--- src/hdl/adc_regs.svh ---
// Command codes, field positions, reset values and timing for the register access block
`ifndef ADC_REGS_SVH
`define ADC_REGS_SVH

// Command byte layout: [7] must be 0, [6] array, [5:4] channel, [3] read, [2:0] register
`define CMD_ARRAY_BIT 6
`define CMD_CHAN_HI 5
`define CMD_CHAN_LO 4
`define CMD_READ_BIT 3
`define CMD_CONV_BIT 7
`define REG_OFFSET 3'h1
`define REG_GAIN 3'h2
`define REG_CONFIG 3'h3
`define REG_SETUP 3'h5

`define CMD_LAST_BIT 6'h07
`define WORD_LAST_BIT 6'h1f
`define ARRAY_LAST 2'h3
`define NUM_CAL 4
`define NUM_SETUP 4

`define CFG_RST 32'h0000_0000
`define OFFSET_RST 32'h0000_0000
`define GAIN_RST 32'h0010_0000
`define SETUP_RST 32'h0000_0000

`define CFG_PSS 31
`define CFG_PDW 30
`define CFG_RS 29
`define CFG_RV 28
`define CFG_IS 27
`define CFG_GB 26
`define CFG_VRS 25
`define CFG_LATCH_HI 24
`define CFG_LATCH_LO 23
`define CFG_OLS 22
`define CFG_OGS 20
`define CFG_FRS 19
`define CFG_USED_MASK 32'hffd8_0000

`define OSC_START_MS 20
`define CLK_HZ 40000000
`define OSC_CNT_W 20

`endif

--- src/hdl/adc_pkg.sv ---
// Types shared by the register access block
package adc_pkg;

  typedef enum logic [1:0] {
    ST_CMD,
    ST_WRITE,
    ST_READ
  } port_state_e;

  typedef enum logic [1:0] {
    PWR_NORMAL,
    PWR_STANDBY,
    PWR_SLEEP
  } pwr_mode_e;

  typedef struct packed {
    logic power_save_select;
    logic power_down_bit;
    logic system_reset_bit;
    logic reset_valid_flag;
    logic input_short_bit;
    logic guard_output_bit;
    logic reference_capacitor_select;
    logic [1:0] latch_bits;
    logic latch_source_select;
    logic unused_21;
    logic calib_source_select;
    logic rate_scaling_bit;
    logic [18:0] unused_low;
  } cfg_s;

  typedef struct packed {
    logic [1:0] channel_select_field;
    logic [2:0] gain_code;
    logic [3:0] word_rate;
    logic unipolar;
    logic [1:0] latch_bits;
    logic settle_delay;
    logic open_detect;
    logic [1:0] calib_set_pointer;
  } setup_s;

endpackage : adc_pkg

--- src/hdl/adc_register_access_config.sv ---
// Serial register port and configuration control of the converter
// Function
// - Offset, gain, config and setup registers read and write.
// - Command 0x02 writes the gain register of physical channel one.
// - Read command makes the device shift out the 32-bit register word.
// - After a single read or write the port waits for a command byte.
// - Array commands reach all gain, offset or setup registers; 0x42 writes all gains.
// - Four setup registers always; four gain and offset registers here.
// - Array members are accessed in ascending order, then command mode returns.
// - Configuration is a 32-bit word with only the function bits stored.
// - Power-down bit set halts filtering and powers down analog circuitry.
// - Power-down with select at 0 gives standby, oscillator kept running.
// - Both bits set gives sleep; restart waits 20 ms unless clock is external.
// - Gain amplifier is powered down when the active gain code is unity.
// - Writing 1 to the system reset bit resets the config, offset, gain and setup registers.
// - System reset sets the reset valid flag; a configuration read clears it.
// - Reset loads zero config and setups, zero offsets, printed gain default.
// - Reset-starting write sets only the reset and reset valid bits; the next write clears reset, a third sets others.
// - Input short bit disconnects and ties all multiplexer inputs together.
// - Guard bit replaces the first latch pin with the common-mode voltage.
// - Latch pins follow the active setup, or the config bits when selected.
// - Calibration words come from the setup channel, or its pointer when selected.
// - Configuration fields sit at bits 31 down to 19 as laid out.
// - The reset valid flag is read only; the written bit is ignored, but a reset-starting write sets it.
// - Channel select sits in bits 31:30 and 15:14 of each setup pair.
`timescale 1ns/1ps
`include "adc_regs.svh"
module adc_register_access_config #(
  parameter logic [`OSC_CNT_W-1:0] OSC_START_CYC = `OSC_CNT_W'(`OSC_START_MS * (`CLK_HZ / 1000))
) (
  input wire logic clk_i,
  input wire logic srst_i,
  input wire logic sclk_i,
  input wire logic cs_n_i,
  input wire logic sdi_i,
  input wire logic ext_clock_i,
  input wire logic [2:0] setup_sel_i,
  output logic sdo_o,
  output logic sdo_oe_o,
  output logic [1:0] latch_output_pins_o,
  output logic guard_en_o,
  output logic input_short_o,
  output logic ref_cap_sel_o,
  output logic rate_scale_o,
  output adc_pkg::pwr_mode_e power_mode_o,
  output logic osc_ready_o,
  output logic amp_power_o,
  output logic [31:0] cal_offset_o,
  output logic [31:0] cal_gain_o
);
  import adc_pkg::*;

  ////////////////////////////////////////////////////////////////////////////
  // Pin synchronisers

  logic [3:0] pins_s;
  logic sclk_s;
  logic cs_n_s;
  logic sdi_s;
  logic ext_clk_s;

  // Chip select idles high; a low reset value would select the port for two cycles
  bit_sync #(
    .W(4),
    .RST_VAL(4'h2)
  ) u_pin_sync (
    .clk_i(clk_i),
    .srst_i(srst_i),
    .d_i({ext_clock_i, sdi_i, cs_n_i, sclk_i}),
    .q_o(pins_s)
  );

  assign sclk_s = pins_s[0];
  assign cs_n_s = pins_s[1];
  assign sdi_s = pins_s[2];
  assign ext_clk_s = pins_s[3];

  logic sclk_prev_q;
  logic sclk_rise;
  logic sclk_fall;

  always_ff @(posedge clk_i) begin
    if (srst_i) begin
      sclk_prev_q <= 1'b0;
    end else begin
      sclk_prev_q <= sclk_s;
    end
  end

  // Edges only count while chip select is low
  assign sclk_rise = sclk_s & ~sclk_prev_q & ~cs_n_s;
  assign sclk_fall = ~sclk_s & sclk_prev_q & ~cs_n_s;

  ////////////////////////////////////////////////////////////////////////////
  // Serial port state and command decode

  port_state_e st_q;
  logic [5:0] cnt_q;
  logic [31:0] rx_q;
  logic [31:0] tx_q;
  logic [7:0] cmd_q;
  logic [1:0] idx_q;
  logic arm_q;
  logic sdo_q;
  logic sdo_oe_q;

  logic [31:0] rx_next;
  logic [7:0] cmd_sel;
  logic [2:0] sel_reg;
  logic sel_arr;
  logic sel_read;
  logic [1:0] sel_chan;
  logic cmd_valid;
  logic cmd_done;
  logic word_done;
  logic more_words;
  logic [1:0] tgt_idx;
  logic [1:0] rd_idx;

  assign rx_next = {rx_q[30:0], sdi_s};
  // A byte still being shifted is decoded straight from the shifter
  assign cmd_sel = (st_q == ST_CMD) ? rx_next[7:0] : cmd_q;
  assign sel_reg = cmd_sel[2:0];
  assign sel_arr = cmd_sel[`CMD_ARRAY_BIT];
  assign sel_read = cmd_sel[`CMD_READ_BIT];
  assign sel_chan = cmd_sel[`CMD_CHAN_HI:`CMD_CHAN_LO];

  // Configuration has no array form; conversion commands are not handled here
  assign cmd_valid = ~cmd_sel[`CMD_CONV_BIT]
                   & ((sel_reg == `REG_OFFSET) | (sel_reg == `REG_GAIN) | (sel_reg == `REG_SETUP)
                   | ((sel_reg == `REG_CONFIG) & ~sel_arr));

  assign cmd_done = (st_q == ST_CMD) & sclk_rise & (cnt_q == `CMD_LAST_BIT);
  assign word_done = (st_q != ST_CMD) & sclk_rise & (cnt_q == `WORD_LAST_BIT);
  assign more_words = sel_arr & (idx_q != `ARRAY_LAST);
  assign tgt_idx = sel_arr ? idx_q : sel_chan;
  assign rd_idx = (st_q == ST_CMD) ? (sel_arr ? 2'h0 : sel_chan) : 2'(idx_q + 2'h1);

  ////////////////////////////////////////////////////////////////////////////
  // Register storage

  cfg_s cfg_q;
  cfg_s cfg_d;
  logic wr_fire;
  logic sys_rst;
  logic slot_rst;
  logic cfg_we;
  logic cfg_rd;
  logic [31:0] off_w [`NUM_CAL];
  logic [31:0] gain_w [`NUM_CAL];
  logic [31:0] setup_w [`NUM_SETUP];

  assign wr_fire = (st_q == ST_WRITE) & word_done;
  assign cfg_we = wr_fire & (sel_reg == `REG_CONFIG);
  assign cfg_rd = cmd_done & cmd_valid & sel_read & (sel_reg == `REG_CONFIG);
  // Reset only starts from a write while the reset bit is still clear
  assign sys_rst = cfg_we & ~cfg_q.system_reset_bit & rx_next[`CFG_RS];
  assign slot_rst = srst_i | sys_rst;

  for (genvar i = 0; i < `NUM_CAL; i++) begin : g_cal
    calib_slot #(
      .RST_VAL(`OFFSET_RST)
    ) u_offset (
      .clk_i(clk_i),
      .srst_i(slot_rst),
      .we_i(wr_fire & (sel_reg == `REG_OFFSET) & (tgt_idx == 2'(i))),
      .d_i(rx_next),
      .q_o(off_w[i])
    );
    calib_slot #(
      .RST_VAL(`GAIN_RST)
    ) u_gain (
      .clk_i(clk_i),
      .srst_i(slot_rst),
      .we_i(wr_fire & (sel_reg == `REG_GAIN) & (tgt_idx == 2'(i))),
      .d_i(rx_next),
      .q_o(gain_w[i])
    );
  end

  for (genvar i = 0; i < `NUM_SETUP; i++) begin : g_setup
    calib_slot #(
      .RST_VAL(`SETUP_RST)
    ) u_setup (
      .clk_i(clk_i),
      .srst_i(slot_rst),
      .we_i(wr_fire & (sel_reg == `REG_SETUP) & (tgt_idx == 2'(i))),
      .d_i(rx_next),
      .q_o(setup_w[i])
    );
  end

  always_comb begin
    cfg_d = cfg_q;
    if (sys_rst) begin
      cfg_d = cfg_s'(`CFG_RST);
      cfg_d.system_reset_bit = 1'b1;
      cfg_d.reset_valid_flag = 1'b1;
    end else if (cfg_we) begin
      if (cfg_q.system_reset_bit) begin
        // The clearing write only ends the reset; other bits need another write
        cfg_d.system_reset_bit = 1'b0;
      end else begin
        cfg_d = cfg_s'(rx_next & `CFG_USED_MASK);
        cfg_d.reset_valid_flag = cfg_q.reset_valid_flag;
      end
    end else if (cfg_rd) begin
      cfg_d.reset_valid_flag = 1'b0;
    end
  end

  always_ff @(posedge clk_i) begin
    if (srst_i) begin
      cfg_q <= cfg_s'(`CFG_RST);
    end else begin
      cfg_q <= cfg_d;
    end
  end

  logic [31:0] rd_word;

  assign rd_word = (sel_reg == `REG_OFFSET) ? off_w[rd_idx] :
                   (sel_reg == `REG_GAIN) ? gain_w[rd_idx] :
                   (sel_reg == `REG_SETUP) ? setup_w[rd_idx] :
                   32'(cfg_q);

  ////////////////////////////////////////////////////////////////////////////
  // Serial port sequencer

  always_ff @(posedge clk_i) begin
    if (srst_i || cs_n_s) begin
      // Raising chip select abandons any partial byte or word
      st_q <= ST_CMD;
      cnt_q <= 6'h00;
      rx_q <= 32'h0000_0000;
      tx_q <= 32'h0000_0000;
      cmd_q <= 8'h00;
      idx_q <= 2'h0;
      arm_q <= 1'b0;
    end else if (sclk_rise) begin
      rx_q <= rx_next;
      cnt_q <= 6'(cnt_q + 6'h01);
      case (st_q)
        ST_CMD: begin
          if (cnt_q == `CMD_LAST_BIT) begin
            cnt_q <= 6'h00;
            cmd_q <= rx_next[7:0];
            idx_q <= 2'h0;
            arm_q <= 1'b0;
            tx_q <= rd_word;
            if (cmd_valid) begin
              st_q <= sel_read ? ST_READ : ST_WRITE;
            end
          end
        end
        ST_WRITE: begin
          if (word_done) begin
            cnt_q <= 6'h00;
            if (more_words) begin
              idx_q <= 2'(idx_q + 2'h1);
            end else begin
              st_q <= ST_CMD;
            end
          end
        end
        ST_READ: begin
          arm_q <= 1'b1;
          if (word_done) begin
            cnt_q <= 6'h00;
            if (more_words) begin
              idx_q <= 2'(idx_q + 2'h1);
              tx_q <= rd_word;
              arm_q <= 1'b0;
            end else begin
              st_q <= ST_CMD;
            end
          end
        end
        default: begin
          st_q <= ST_CMD;
        end
      endcase
    end else if (sclk_fall && st_q == ST_READ && arm_q) begin
      // Shift only after the host has sampled the current bit
      tx_q <= {tx_q[30:0], 1'b0};
    end
  end

  always_ff @(posedge clk_i) begin
    if (srst_i) begin
      sdo_q <= 1'b0;
      sdo_oe_q <= 1'b0;
    end else begin
      sdo_q <= tx_q[31];
      sdo_oe_q <= ~cs_n_s;
    end
  end

  ////////////////////////////////////////////////////////////////////////////
  // Power modes and oscillator start-up

  pwr_mode_e mode_d;
  pwr_mode_e mode_q;
  logic [`OSC_CNT_W-1:0] osc_cnt_q;

  assign mode_d = !cfg_q.power_down_bit ? PWR_NORMAL :
                  (cfg_q.power_save_select ? PWR_SLEEP : PWR_STANDBY);

  always_ff @(posedge clk_i) begin
    if (srst_i) begin
      mode_q <= PWR_NORMAL;
      osc_cnt_q <= '0;
    end else begin
      mode_q <= mode_d;
      if (mode_d == PWR_SLEEP && !ext_clk_s) begin
        // Crystal restarts from cold, so hold off until it has settled
        osc_cnt_q <= OSC_START_CYC;
      end else if (mode_d == PWR_SLEEP) begin
        osc_cnt_q <= '0;
      end else if (osc_cnt_q != '0) begin
        osc_cnt_q <= `OSC_CNT_W'(osc_cnt_q - 1'b1);
      end
    end
  end

  ////////////////////////////////////////////////////////////////////////////
  // Active setup, latch pins and calibration selection

  logic [31:0] act_pair;
  setup_s act_setup;
  logic [1:0] cal_idx;
  logic [1:0] latch_src;

  assign act_pair = setup_w[setup_sel_i[2:1]];
  assign act_setup = setup_sel_i[0] ? setup_s'(act_pair[15:0]) : setup_s'(act_pair[31:16]);
  assign cal_idx = cfg_q.calib_source_select ? act_setup.calib_set_pointer
                                             : act_setup.channel_select_field;
  assign latch_src = cfg_q.latch_source_select ? cfg_q.latch_bits : act_setup.latch_bits;

  logic osc_ready_q;
  logic amp_power_q;
  logic [1:0] latch_q;
  logic guard_q;
  logic short_q;
  logic ref_cap_q;
  logic rate_q;
  logic [31:0] cal_off_q;
  logic [31:0] cal_gain_q;

  always_ff @(posedge clk_i) begin
    if (srst_i) begin
      osc_ready_q <= 1'b1;
      amp_power_q <= 1'b0;
      latch_q <= 2'h0;
      guard_q <= 1'b0;
      short_q <= 1'b0;
      ref_cap_q <= 1'b0;
      rate_q <= 1'b0;
      cal_off_q <= `OFFSET_RST;
      cal_gain_q <= `GAIN_RST;
    end else begin
      osc_ready_q <= (mode_d != PWR_SLEEP) && (osc_cnt_q == '0);
      amp_power_q <= (mode_d == PWR_NORMAL) && (act_setup.gain_code != 3'h0);
      // With the guard on, the first pin carries the amplifier midpoint instead
      latch_q <= {latch_src[1], cfg_q.guard_output_bit ? 1'b0 : latch_src[0]};
      guard_q <= cfg_q.guard_output_bit;
      short_q <= cfg_q.input_short_bit;
      ref_cap_q <= cfg_q.reference_capacitor_select;
      rate_q <= cfg_q.rate_scaling_bit;
      cal_off_q <= off_w[cal_idx];
      cal_gain_q <= gain_w[cal_idx];
    end
  end

  assign sdo_o = sdo_q;
  assign sdo_oe_o = sdo_oe_q;
  assign latch_output_pins_o = latch_q;
  assign guard_en_o = guard_q;
  assign input_short_o = short_q;
  assign ref_cap_sel_o = ref_cap_q;
  assign rate_scale_o = rate_q;
  assign power_mode_o = mode_q;
  assign osc_ready_o = osc_ready_q;
  assign amp_power_o = amp_power_q;
  assign cal_offset_o = cal_off_q;
  assign cal_gain_o = cal_gain_q;

endmodule : adc_register_access_config

--- src/hdl/bit_sync.sv ---
// Two flip-flop synchroniser for a bundle of independent levels
`timescale 1ns/1ps
module bit_sync #(
  parameter int W = 1,
  parameter logic [W-1:0] RST_VAL = '0
) (
  input wire logic clk_i,
  input wire logic srst_i,
  input wire logic [W-1:0] d_i,
  output logic [W-1:0] q_o
);
  logic [W-1:0] meta_q;
  logic [W-1:0] sync_q;

  always_ff @(posedge clk_i) begin
    if (srst_i) begin
      // Reset to each pin's idle level so no false edge or select follows reset
      meta_q <= RST_VAL;
      sync_q <= RST_VAL;
    end else begin
      meta_q <= d_i;
      sync_q <= meta_q;
    end
  end

  assign q_o = sync_q;
endmodule : bit_sync

--- src/hdl/calib_slot.sv ---
// One 32-bit storage word with its own reset value and write strobe
`timescale 1ns/1ps
module calib_slot #(
  parameter logic [31:0] RST_VAL = 32'h0000_0000
) (
  input wire logic clk_i,
  input wire logic srst_i,
  input wire logic we_i,
  input wire logic [31:0] d_i,
  output logic [31:0] q_o
);
  logic [31:0] word_q;

  always_ff @(posedge clk_i) begin
    if (srst_i) begin
      word_q <= RST_VAL;
    end else if (we_i) begin
      word_q <= d_i;
    end
  end

  assign q_o = word_q;
endmodule : calib_slot

--- config.mk ---
export PLATFORM = sky130hd
export DESIGN_NAME = adc_register_access_config
export DESIGN_NICKNAME = d
export VERILOG_FILES = /design/src/hdl/adc_pkg.sv /design/src/hdl/adc_register_access_config.sv /design/src/hdl/bit_sync.sv /design/src/hdl/calib_slot.sv
export VERILOG_INCLUDE_DIRS = /design/src /design/src/hdl
export SDC_FILE = /design/constraint.sdc
export NUM_CORES = 2
export LEC_CHECK = 0
export ABC_AREA = 1
export BUFFER_PORTS_ARGS = -buffer_cell sky130_fd_sc_hd__buf_4
export CORE_ASPECT_RATIO = 1.2
export CORE_MARGIN = 1.5
export CORE_UTILIZATION = 40
export CTS_CLUSTER_SIZE = 30
export DETAILED_ROUTE_END_ITERATION = 10
export PLACE_DENSITY = 0.52
export SETUP_SLACK_MARGIN = 0.02
export SLEW_MARGIN = 15
export SYNTH_ARGS = -nofsm -noshare
export SYNTH_HDL_FRONTEND = slang
export SYNTH_SLANG_ARGS = --single-unit
--- constraint.sdc ---
create_clock -name clk_i -period 2.4 [get_ports clk_i]
set_input_delay 0.12 -clock clk_i [delete_from_list [all_inputs] [get_ports clk_i]]
set_output_delay 0.12 -clock clk_i [all_outputs]
set_load 0.02 [all_outputs]
# [After elaboration in Yosys (flattened, before gate mapping)]
# Cells that the tools add are included.
[totals] rom_bits=0 ff_bits=583 ram_bits=0 input_bits=9 mem_count=0 elab_cells=218 latch_bits=0
[op_classes] div_mod_pow=0 eq_ne=24 bitwise=46 n_addsub=3 order_cmp=3 n_mul=0 shifts=0 reduce_logical=31 n_mux=63
[op_table] op="$mux 32" n=20
[op_table] op="$bmux 32 s2" n=6
[op_table] op="$pmux 32 s2" n=1
[op_table] op="$mux 20" n=3
[op_table] op="$mux 28" n=2
[op_table] op="$and 1x1->1" n=33
[op_table] op="$mux 2" n=15
[op_table] op="$mux 30" n=1
[op_table] op="$logic_not 20->1" n=1
[op_table] op="$reduce_bool 20->1" n=1
[op_table] op="$sub 20x1->20 const B" n=1
[op_table] op="$mux 16" n=1
[op_table] op="$reduce_and 5->1" n=3
[op_table] op="$mux 6" n=2
[op_table] op="$pmux 6 s2" n=1
[op_table] op="$reduce_bool 2->1" n=6
[op_table] op="$ne 2x2->1 const B" n=5
[op_table] op="$ge 3x3->1 const B" n=3
[op_table] op="$not 2->3" n=3
[op_table] op="$eq 2x2->1 const B" n=4
[op_table] op="$mux 8" n=1
[op_table] op="$pmux 2 s2" n=2
[op_table] op="$mux 1" n=7
[op_table] op="$add 6x1->6 const B" n=1
[op_table] op="23 further kinds" n=47

# [Depth between registers and ports, before layout]
[logic_depth] word_depth=15 ltp_mapped=17 mapped_depth_nobuf=14

# [By module]
# From an unflattened synthesis, not the netlist that was laid out.
[hier_totals] cells_unflattened=5160 area_unflattened_um2=31672.9
[modules_own_cells] module="adc_register_access_config" cells_each=2703 instances=1 area_per_inst_um2=15393.5
[modules_own_cells] module="calib_slot at g_cal[0].u_offset ..." cells_each=203 instances=8 area_per_inst_um2=1338.8
[modules_own_cells] module="calib_slot at g_cal[0].u_gain ..." cells_each=202 instances=4 area_per_inst_um2=1336.3
[modules_own_cells] module="bit_sync" cells_each=25 instances=1 area_per_inst_um2=224.0

# [Worst setup path before layout]
# No wires, ideal clock.
[synth_path] kind="reg-to-reg" startpoint="register st_q[0]" endpoint="register g_setup[0].u_setup.word_q[14]" arrival_ns=2.065 path_slack_ns=0.219 required_ns=2.284 setup_ns=0.116 path_stages_with_launch=16 path_buffers=5 cell_sequence="dfxtp_1 > inv_1 > ha_1 > buf_6 > buf_6 > nor2_2 > nand3_1 > inv_2 > nand2_2 > nor2_4 > nand2_1 > nand2_1 > buf_4 > buf_6 > buf_6 > a21oi_1"
[synth_between] elab_chain_len=8 elab_cells_between_ends=17 cone_classes="eq/ne (3); mux (2); bitwise (9); reduce/logical (3)"
[synth_lines] element="start: declaration" line="adc_register_access_config.sv:97" rtl="port_state_e st_q;"
[synth_lines] element="start signal: assignment" line="adc_register_access_config.sv:252" rtl="st_q <= sel_read ? ST_READ : ST_WRITE;"
[synth_lines] element="$reduce_bool 2->1" line="adc_register_access_config.sv:134" rtl="assign word_done = (st_q != ST_CMD) & sclk_rise & (cnt_q == `WORD_LAST_BIT);"
[synth_lines] element="$and 1x1->1 (2 in a row)" line="adc_register_access_config.sv:134"
[synth_lines] element="$and 1x1->1" line="adc_register_access_config.sv:153" rtl="assign wr_fire = (st_q == ST_WRITE) & word_done;"
[synth_lines] element="$and 1x1->1" line="adc_register_access_config.sv:154" rtl="assign cfg_we = wr_fire & (sel_reg == `REG_CONFIG);"
[synth_lines] element="$and 1x1->1 (2 in a row)" line="adc_register_access_config.sv:157" rtl="assign sys_rst = cfg_we & ~cfg_q.system_reset_bit & rx_next[`CFG_RS];"
[synth_lines] element="$or 1x1->1" line="adc_register_access_config.sv:158" rtl="assign slot_rst = srst_i | sys_rst;"
[synth_lines] element="end signal: assignment" line="calib_slot.sv:18" rtl="word_q <= d_i;"
[synth_lines] element="end: declaration" line="calib_slot.sv:12" rtl="logic [31:0] word_q;"
# Several ways; a longest one is shown, not always the timed one.
# A chain may end at the register's enable or synchronous reset.

# [Final worst setup path]
[layout_path] startpoint="register st_q[0]" endpoint="register g_cal[3].u_gain.word_q[4]"
[layout_between] elab_chain_len=8 elab_cells_between_ends=17 cone_classes="eq/ne (4); mux (2); bitwise (9); reduce/logical (2)"
[layout_lines] element="$reduce_bool 2->1" line="adc_register_access_config.sv:134"
[layout_lines] element="$and 1x1->1 (2 in a row)" line="adc_register_access_config.sv:134"
[layout_lines] element="$and 1x1->1" line="adc_register_access_config.sv:153"
[layout_lines] element="$and 1x1->1" line="adc_register_access_config.sv:154"
[layout_lines] element="$and 1x1->1 (2 in a row)" line="adc_register_access_config.sv:157"
[layout_lines] element="$or 1x1->1" line="adc_register_access_config.sv:158"
[layout_lines] element="end signal: assignment" line="calib_slot.sv:18"
[layout_lines] element="end: declaration" line="calib_slot.sv:12"
# Several ways; a longest one is shown, not always the timed one.

==> load_flow_metrics.sql <==
INSERT INTO impl_metrics (metric_group, metric, value, unit) VALUES
('worst_setup_path', 'cpMaxStageDelayCell', 'sky130_fd_sc_hd__dfxtp_2', ''),
('clock_tree', 'clock-sinks', '583', ''),
('final_layout', 'layout.cells.most_common', 'sky130_fd_sc_hd__nand2_1', ''),
('clock_tree', 'h-tree-depth', '3', ''),
('timing', 'finalSetupViolCount', '0', ''),
('worst_setup_path', 'timing.critical_path.from_type', 'flip-flop', ''),
('power', 'power_per_standard_cell_area', '669.1', 'nW/µm²'),
('synth', 'synthCells', '4447', ''),
('global_routing', 'antenna_found_initial', '1', ''),
('global_routing', 'grt_max_degree', '74', ''),
('synth', 'synth_cell_type_count', '37', ''),
('route', 'first_iter_violations', '2835', ''),
('timing', 'hold_slack', '0.2482', 'ns'),
('route', 'routed_wirelength', '109500', 'µm'),
('clock_tree', 'worstSkewPairLatency', '0.62', 'ns'),
('route', 'first_pass_iters', '9', ''),
('clock_tree', 'cts.root.buffer_cell', 'sky130_fd_sc_hd__clkbuf_16', ''),
('worst_setup_path', 'slowest_delay', '0.33', 'ns'),
('run_status', 'violations', 'design-rule violations', ''),
('synth', 'syn_avg_cell_area', '6.493', 'µm²'),
('final_layout', 'layout.nets', '4555', ''),
('timing', 'finalWorstPathRequiredPeriod', '2.314', 'ns'),
('final_layout', 'finish.utilization', '49.73', '%'),
('placed_design', 'placed_area', '32360', 'µm²'),
('clock_tree', 'worst_setup_hold_path_clk_slew', '0.06', 'ns'),
('placed_design', 'dp.cells', '5357', ''),
('final_layout', 'layout-area-overhead-vs-synth', '22.68', '%'),
('timing', 'period_share', '96.41', '%'),
('timing', 'post-route-worst-setup-slack', '0.08613', 'ns'),
('worst_setup_path', 'timing_worst_setup_path_type', 'flip-flop to flip-flop', ''),
('timing', 'final-max-slew-violation-count', '0', ''),
('timing', 'finalHoldViolCount', '0', ''),
('route', 'drc', '22', ''),
('run_status', 'outcome', 'finished with violations', ''),
('route', 'detail_route.wl_per_cell', '19.86', 'µm'),
('route', 'routed_via_density', '5.336', ''),
('floorplan', 'fp.dieW', '248.3', 'µm'),
('final_layout', 'final_cell_area', '35420', 'µm²'),
('synth', 'synthesis.nets', '4464', ''),
('placed_design', 'detailedPlace.worstSlack', '-0.01516', 'ns'),
('global_routing', 'first_pass_grt_wire_length', '164500', 'µm'),
('timing', 'max_clk_rate', '432.2', 'MHz'),
('floorplan', 'i_o_pins', '85', ''),
('final_layout', 'final_cell_count_no_fill', '5516', ''),
('floorplan', 'core.rowCount', '107', ''),
('worst_setup_path', 'critPathMostFrequentCell', 'sky130_fd_sc_hd__buf_12', ''),
('power', 'worst_ir_drop_vdd', '0.0005524', 'V'),
('synth', 'yosysSeqAreaShare', '40.42', '%'),
('worst_setup_path', 'data_required_critical_path', '2.89', 'ns'),
('hold_path', 'hold_path.class', 'input port to flip-flop', ''),
('worst_setup_path', 'critical_path.endpoint_type', 'flip-flop', ''),
('clock_tree', 'cts_inserted_buffers', '67', ''),
('hold_path', 'timing.hold.worst.start', 'ext_clock_i', ''),
('timing', 'setup_tns', '0', 'ns'),
('worst_setup_path', 'crit_path_max_fanout', '8', ''),
('route', 'route.antenna.remaining_nets', '0', ''),
('timing', 'worst_slew_margin_rel', '39.83', '%'),
('route', 'num_vias', '29440', ''),
('clock_tree', 'cts.path.max_buffers', '3', ''),
('worst_setup_path', 'worstPathArrival', '2.81', 'ns'),
('floorplan', 'core_region_area', '71220', 'µm²'),
('synth', 'synth.cell_area', '28880', 'µm²'),
('final_layout', 'drive_gt1_share', '12.16', '%'),
('timing', 'finalClockSkew', '0.02498', 'ns'),
('floorplan', 'die_area', '73820', 'µm²'),
('worst_setup_path', 'worst_r2r_startpoint', 'st_q[0]', ''),
('timing', 'tightest_slew', '0.9013', 'ns'),
('floorplan', 'initial_core_util', '40.54', '%'),
('synth', 'postSynthRegisterBits', '583', ''),
('global_routing', 'groute.usage.overall', '28.79', '%'),
('worst_setup_path', 'setup.worst_path.start', 'st_q[0]', '');
## timing repair
action / CTS / global route
setup endpoints to repair: 262 / 399
cloned: 2 / 13
pin swaps: 2 / 8
endpoints found under the hold margin: 16 / 0
resized for setup: 21 / 36
hold buffers: 10 / 0
setup buffers: 7 / 8
## state kept, by name, summed over array words and instances (netlist names), 2 cells and up
name,flops
g_cal.u_gain.q_o,128
g_cal.u_offset.q_o,128
g_setup.u_setup.q_o,128
cal_gain_o,32
cal_offset_o,32
tx_q,32
rx_q,31
osc_cnt_q,20
cfg_q,12
cmd_q,8
cnt_q,6
u_pin_sync.meta_q,4
u_pin_sync.q_o,4
idx_q,2
latch_output_pins_o,2
power_mode_o,2
st_q,2
## report_power, final
part | internal [mW] | total (mW) | leakage, nW | switching [mW]
clock network | 6.44 | 10.8 | 1.13 | 4.37
registers | 9.93 | 10.1 | 4.71 | 0.171
logic | 1.04 | 2.78 | 7.89 | 1.74
total | 17.4 | 23.7 | 13.7 | 6.29
## cell families after synthesis
logic type      after synthesis  synth area share [%]
simple gates               2334                 34.17
buf+inv                     759                 10.97
flops                       583                 40.42
compound gates              751                 13.73
xor+xnor                     12                0.3640
fa+ha+maj                     8                0.3467
## routing by layer
metal	up-vias	routed length, µm	track usage (%)
li1	14380	-	-
met1	13830	48000	39.55
met2	1058	50880	46.33
met3	168	7920	4.186
met4	0	2731	8.649
met5	-	0	0
## worst paths after layout
path,to,cells after the start
worst min register to register,u_pin_sync.q_o[2],2
worst min-delay path,u_pin_sync.meta_q[3],4
worst max register to register,g_cal[3].u_gain.q_o[4],16
worst max-delay path,g_cal[3].u_gain.q_o[4],16
## cells in the mapped netlist, drive strengths merged
| cell | number | share of area, % |
|---|---|---|
| inv | 400 | 5.2 |
| nand2 | 1582 | 21 |
| o21a | 2 | 0.056 |
| a211oi | 3 | 0.078 |
| dfxtp | 583 | 40 |
| or2 | 3 | 0.065 |
| o31ai | 2 | 0.052 |
| o211ai | 24 | 0.62 |
| nand3b | 66 | 1.7 |
| nor4 | 3 | 0.065 |
| nand3 | 564 | 9.8 |
| nor3 | 9 | 0.16 |
| o21ai | 105 | 1.9 |
| o22ai | 4 | 0.087 |
| a21boi | 31 | 0.81 |
| xor2 | 7 | 0.21 |
| a21oi | 576 | 10 |
| xnor2 | 5 | 0.15 |
| clkbuf | 168 | 2.2 |
| a31oi | 3 | 0.065 |
| buf | 182 | 3.5 |
| ha | 8 | 0.35 |
| nor2 | 93 | 1.4 |
| a311oi | 1 | 0.030 |
| clkinv | 9 | 0.12 |
| nand4 | 14 | 0.30 |
## cell type report
cell class / instances / area [µm²] / area share (%)
Multi-Input combinational cell: 3105 / 14250 / 40.22
Sequential cell: 583 / 11670 / 32.96
Timing Repair Buffer: 372 / 4506 / 12.72
Clock buffer: 99 / 1999 / 5.644
Inverter: 409 / 1540 / 4.348
Tap cell: 926 / 1159 / 3.271
Clock inverter: 21 / 296.5 / 0.8371
Antenna cell: 1 / 2.502 / 0.007064
## worst max-delay path, delay by kind of cell, from the launching register on
family,cells,cell delay (ns)
buffers and inverters,8,1.05
AND/OR/NAND/NOR,6,0.57
adder cells (fa/ha/maj),1,0.17
AO/OA/AOI/OAI,1,0.04
flip-flops,1,0.33
Note: power is estimated with default switching activity, not from simulation.
